**src/shared/evt_force_pkg.sv**
```systemverilog
package evt_force_pkg;
   localparam int ADDR_W = 4;
   localparam int DATA_W = 16;
   // register indices (req.addr carries the index itself, not a byte address)
   localparam logic [ADDR_W-1:0] SEL_IDX = 4'h0;
   localparam logic [ADDR_W-1:0] FLAG_IDX = 4'h1;
   localparam logic [ADDR_W-1:0] CLEAR_IDX = 4'h2;
   localparam logic [ADDR_W-1:0] FORCE_IDX = 4'h3;
   localparam logic [ADDR_W-1:0] IRQ_STAT_IDX = 4'h4;
   localparam logic [ADDR_W-1:0] IRQ_MASK_IDX = 4'h5;
   // field positions shared by selection, flag, clear and force registers
   localparam int INT_BIT = 0;
   localparam int CTA_BIT = 2;
   localparam int CTB_BIT = 3;
   localparam logic [DATA_W-1:0] FIELD_MASK = 16'h000d;
   localparam logic [DATA_W-1:0] SEL_RESET = 16'h0000;
   localparam logic [DATA_W-1:0] FLAG_RESET = 16'h0000;
   localparam logic [DATA_W-1:0] MASK_RESET = 16'h0000;
   localparam logic [DATA_W-1:0] UNMAPPED_READ = 16'h0000;

   typedef struct packed {
      logic [ADDR_W-1:0] addr;
      logic [DATA_W-1:0] wdata;
      logic wr;
      logic rd;
   } reg_req_t;

   typedef struct packed {
      logic cta;
      logic ctb;
      logic irq;
   } trig_out_t;
endpackage : evt_force_pkg

```
**src/core/event_trigger_force_logic.sv**
```systemverilog
// Notes on behaviour
// force bit 3 pulses trigger B only when B is enabled in selection.
// force bit 3 always sets the B latched flag.
// force bit 2 pulses trigger A only when A is enabled in selection.
// force bit 2 always sets the A latched flag.
// force bit 0 raises the interrupt only when enabled in selection.
// force bit 0 always sets the interrupt latched flag.
// writing 0 to a force bit does nothing; force bits read 0.
// force bits 15..4 and 1 are reserved with no function.
// software masks, initialises, clears stale flags, then unmasks, in that order.
// while interrupt flag set, no new interrupt; one event held pending.
// clear bit 0 write 1 clears interrupt flag; 0 ignored; reads 0.
// conversion triggers keep pulsing while their flags remain set.
// forced trigger pulse is one clock, same gate as natural event.
//
// The address-and-strobe port and the address map were left to the implementer.
module event_trigger_force_logic (
   input wire logic clk,
   input wire logic rstn,
   input wire evt_force_pkg::reg_req_t req,
   output evt_force_pkg::trig_out_t trig,
   output logic [evt_force_pkg::DATA_W-1:0] rdata,
   input wire logic int_event,
   input wire logic cta_event,
   input wire logic ctb_event,
   output logic irq
);
   import evt_force_pkg::*;

   logic [DATA_W-1:0] sel_q, sel_d;
   logic [DATA_W-1:0] flag_q, flag_d;
   logic [DATA_W-1:0] stat_q, stat_d;
   logic [DATA_W-1:0] mask_q, mask_d;
   logic [DATA_W-1:0] rdata_q, rdata_d;
   logic pend_q, pend_d;
   trig_out_t trig_q, trig_d;
   logic frc_wr, clr_wr;
   logic int_ev, cta_ev, ctb_ev;
   logic int_fire;

   assign frc_wr = req.wr && req.addr == FORCE_IDX;
   assign clr_wr = req.wr && req.addr == CLEAR_IDX;

   // forced and natural events merge before gating; reserved force bits unused
   assign int_ev = int_event || (frc_wr && req.wdata[INT_BIT]);
   assign cta_ev = cta_event || (frc_wr && req.wdata[CTA_BIT]);
   assign ctb_ev = ctb_event || (frc_wr && req.wdata[CTB_BIT]);

   // interrupt leaves only when enabled and flag clear (pending or new event)
   assign int_fire = sel_q[INT_BIT] && !flag_q[INT_BIT] && (int_ev || pend_q);

   always_comb begin
      sel_d = sel_q;
      mask_d = mask_q;
      flag_d = flag_q;
      pend_d = pend_q;
      trig_d = '{cta: 1'b0, ctb: 1'b0, irq: 1'b0};
      if (req.wr && req.addr == SEL_IDX) begin
         sel_d = req.wdata & FIELD_MASK;
      end
      if (req.wr && req.addr == IRQ_MASK_IDX) begin
         mask_d = req.wdata & FIELD_MASK;
      end
      // clear first so a same-cycle event wins
      if (clr_wr) begin
         flag_d = flag_q & ~(req.wdata & FIELD_MASK);
         if (req.wdata[INT_BIT]) begin
            pend_d = pend_q;
         end
      end
      trig_d.cta = cta_ev && sel_q[CTA_BIT];
      trig_d.ctb = ctb_ev && sel_q[CTB_BIT];
      if (cta_ev) begin
         flag_d[CTA_BIT] = 1'b1;
      end
      if (ctb_ev) begin
         flag_d[CTB_BIT] = 1'b1;
      end
      if (int_fire) begin
         trig_d.irq = 1'b1;
         flag_d[INT_BIT] = 1'b1;
         pend_d = pend_q && int_ev;
      end else if (int_ev) begin
         flag_d[INT_BIT] = 1'b1;
         if (flag_q[INT_BIT] && sel_q[INT_BIT]) begin
            pend_d = 1'b1;
         end
      end
   end

   always_ff @(posedge clk or negedge rstn) begin
      if (!rstn) begin
         sel_q <= SEL_RESET;
         mask_q <= MASK_RESET;
         flag_q <= FLAG_RESET;
         pend_q <= 1'b0;
         trig_q <= '{cta: 1'b0, ctb: 1'b0, irq: 1'b0};
      end else begin
         sel_q <= sel_d;
         mask_q <= mask_d;
         flag_q <= flag_d;
         pend_q <= pend_d;
         trig_q <= trig_d;
      end
   end

   assign trig = trig_q;

   // sticky status: set by output events, cleared by reading, set wins
   always_comb begin
      stat_d = stat_q;
      if (req.rd && req.addr == IRQ_STAT_IDX) begin
         stat_d = '0;
      end
      if (trig_q.irq) begin
         stat_d[INT_BIT] = 1'b1;
      end
      if (trig_q.cta) begin
         stat_d[CTA_BIT] = 1'b1;
      end
      if (trig_q.ctb) begin
         stat_d[CTB_BIT] = 1'b1;
      end
   end

   always_ff @(posedge clk or negedge rstn) begin
      if (!rstn) begin
         stat_q <= FLAG_RESET;
      end else begin
         stat_q <= stat_d;
      end
   end

   assign irq = |(stat_q & mask_q);

   // read port; clear and force read as zero
   always_comb begin
      rdata_d = '0;
      if (req.rd) begin
         unique case (req.addr)
            SEL_IDX: rdata_d = sel_q;
            FLAG_IDX: rdata_d = flag_q;
            CLEAR_IDX: rdata_d = '0;
            FORCE_IDX: rdata_d = '0;
            IRQ_STAT_IDX: rdata_d = stat_q;
            IRQ_MASK_IDX: rdata_d = mask_q;
            default: rdata_d = UNMAPPED_READ;
         endcase
      end
   end

   always_ff @(posedge clk or negedge rstn) begin
      if (!rstn) begin
         rdata_q <= '0;
      end else begin
         rdata_q <= rdata_d;
      end
   end

   assign rdata = rdata_q;
endmodule : event_trigger_force_logic

```
**config.mk**
```make
export PLATFORM = sky130hd
export DESIGN_NAME = event_trigger_force_logic
export DESIGN_NICKNAME = d
export VERILOG_FILES = /design/src/shared/evt_force_pkg.sv /design/src/core/event_trigger_force_logic.sv
export SDC_FILE = /design/constraint.sdc
export NUM_CORES = 1
export LEC_CHECK = 0
export BUFFER_PORTS_ARGS = -buffer_cell sky130_fd_sc_hd__buf_2
export CORE_AREA = 2 2 51 53
export CTS_BUF_LIST = sky130_fd_sc_hd__clkbuf_2
export DETAILED_ROUTE_END_ITERATION = 16
export DIE_AREA = 0 0 53 55
export PLACE_DENSITY_LB_ADDON = 0.2
export SYNTH_ARGS = -nofsm -noshare
export SYNTH_HDL_FRONTEND = slang
export SYNTH_SLANG_ARGS = --single-unit
```
**constraint.sdc**
```tcl
create_clock -name clk -period 1.2 [get_ports clk]
set_input_delay 0.24 -clock clk [delete_from_list [all_inputs] [get_ports clk]]
set_output_delay 0.24 -clock clk [all_outputs]
set_load 0.02 [all_outputs]
```
==> results.cfg <==
[worst_setup_path]
arrival_ns = 1.31
worstPathCellList = a222oi_1 -> inv_1 -> buf_6
timing.rr.start = sel_q[0]$_DFFE_PN0P_
cp_num_buf_inv = 2
worstPathMaxFanout = 3
path_delay_family = flip-flops
r2r_cells = 3
crit_required_ns = 0.96
regToRegEndpoint = rdata[0]$_DFF_PN0_
rrSetupSlack_ns = 0.10
worstSetupStartpoint = mask_q[0]$_DFFE_PN0P_
slowest_stage = dfrtp_1
critical_path_class = register to primary output
cp-end-kind = primary output
cpPeakStageDelay_ns = 0.44
critPathLaunchType = register

[hold_path]
hold_start = cta_event
whs_path_depth = 2
min_to = flag_q[2]$_DFFE_PN0P_
hold_class = primary input to register

[pwr]
p_leak_nw = 0.586
powerDensity_nw_per_um2 = 1190
vdd.ir_drop.worst_mv = 0.906

[cts]
clock_latency_ns = 0.30
clk_pin_slew_ns = 0.16
cts_max_level = 1
cts_root_buf = clkbuf_2
cts_tree = yes
numCtsBuffers = 3
post_cts_buffers = 0
clock-sinks = 19
clock_path_buffers = 2

[die]
dieArea_sq_um = 2920
die-width_microns = 53
core_area_sq_um = 2360
io-pin-count = 47
start_util_pct = 42.3
num_rows = 18
die_h_microns = 55

[synth]
synth-edff-count = 0
yosysTopAreaCell = dfrtp_1
syn_area_sq_um = 1000
netlist.area_leader.share_pct = 47.6
netlist-cell-type-count = 27
synth_area_leaders = dfrtp_1, buf_4, mux2_2
synth_ff_type = dfrtp_1
synth_warnings = 0
synth_seq_cells = 19
syn_avg_cell_area_sq_um = 11.4
async_flop_share_pct = 100
synthCells = 88
post-synth-top-count-cell = dfrtp_1
yosysSeqAreaShare_pct = 47.6
ys_top_cells_by_count = dfrtp_1, buf_4, nand2_1, mux2_2

[drt]
drc = 0
initialDrtViolationCount = 7
avgRoutedWirePerCell_microns = 12.3
via_per_inst = 5.03
ant_nets = 0
vias = 750
dr.pass1.iters = 4
routed_wirelength_mm = 1.84

[global_routing]
grt_max_degree = 20
antenna_found_initial = 0
globalRouteOverflowTotal = 0
grtUsageTotal_pct = 14.4
grt_first_pass_wirelength_mm = 3.01
grt_pass1_vias = 688

[sta]
rsz0062_at_grt = true
fmaxAchievable_ghz = 0.647
timing.final.crit_share_pct = 129
finalMaxSlewViolations = 0
fin_ws_ns = -0.345
setup_viol = 1
fin_skew_ns = 0.00490
finalCriticalPeriod_ns = 1.55
hold_viol = 0

[cells_and_area]
num_antenna_cells = 0
finalInstanceArea_sq_um = 1170
final_nets = 147
layout.cells.non_filler = 149
drive_above_1_share_pct = 35.3
synthToLayoutAreaGrowth_pct = 17.4
utilization_pct = 49.6
fill_cells = 234

[run_status]
violations = setup timing
status = finished with violations

[run]
cap_violations = 0

[placed_design]
place_ws_ns = -0.0695
io_buffer_count = 20
place_congestion = 0.719
place_area_sq_um = 1140
place.detailed.hpwl_mm = 1.47
placed_cells = 144
stage by stage:
step / power [mW] / hold slack, ns / TNS, ns
after CTS: 1.39 / 0.125 / -0.349
after global routing: 1.48 / 0.117 / -0.422
after global placement: 1.11 / 0.203 / -0.300
final: 1.39 / 0.137 / -0.345
after floorplan: 1.01 / -0.0556 / 0
after detailed placement: 1.12 / 0.196 / -0.439
routing by layer:
metal	track usage, %	wire length, microns	up-vias
li1	-	-	356
met1	17.9	810	366
met2	24.6	914	24
met3	2.15	90	4
met4	7.26	24	0
met5	0	0	-
sequential cells by signal (all words and copies together), names as in the netlist:
| register | cells |
|---|---|
| mask_q | 3 |
| rdata | 3 |
| trig | 3 |
| pend_q | 1 |
| stat_q | 3 |
| flag_q | 3 |
| sel_q | 3 |
logic make-up after synthesis:
logic type,after synthesis,synth area share [%]
buffers and inverters,17,11.6
other,1,0.375
muxes,9,10.1
and+or+nand+nor,23,15.3
AOI/OAI and AO/OA,19,15.0
DFF,19,47.6
worst max path at each step:
stage / endpoint / slack [ns] / depth (start not counted)
finish: irq / -0.35 / 3
global route: irq / -0.42 / 3
global placement: mask_q[2]$_DFFE_PN0P_ / -0.06 / 4
detailed placement: mask_q[3]$_DFFE_PN0P_ / -0.07 / 4
floorplan: mask_q[0]$_DFFE_PN0P_ / 0.02 / 4
CTS: irq / -0.35 / 3
cell type report:
class	count	area (sq um)	area share, %
Tap cell	30	37.5	3.20
Multi-Input combinational cell	64	453	38.6
Clock buffer	4	20.0	1.71
Timing Repair Buffer	29	176	15.0
Inverter	3	11.3	0.959
Sequential cell	19	475	40.5
power breakdown:
| part | internal [mW] | switching (mW) |
|---|---|---|
| sequential | 0.719 | 0.0666 |
| clock | 0.0883 | 0.177 |
| combinational | 0.169 | 0.172 |
timing repair:
item / in CTS / in global routing
endpoints found under the hold margin: 19 / 0
cloned: 0 / 0
resized for setup: 0 / 2
pin swaps: 1 / 1
endpoints found under the setup margin: 1 / 1
hold buffers: 1 / 0
placed cells by master (no fill, tap or decap), drive strengths merged, types with 4 or more instances in the layout:
master	synthesis	layout
nand2	12	12
dfrtp	19	19
conb	1	13
mux2	9	9
clkbuf	0	4
buf	14	28
Note: power is estimated with default switching activity, not from simulation.
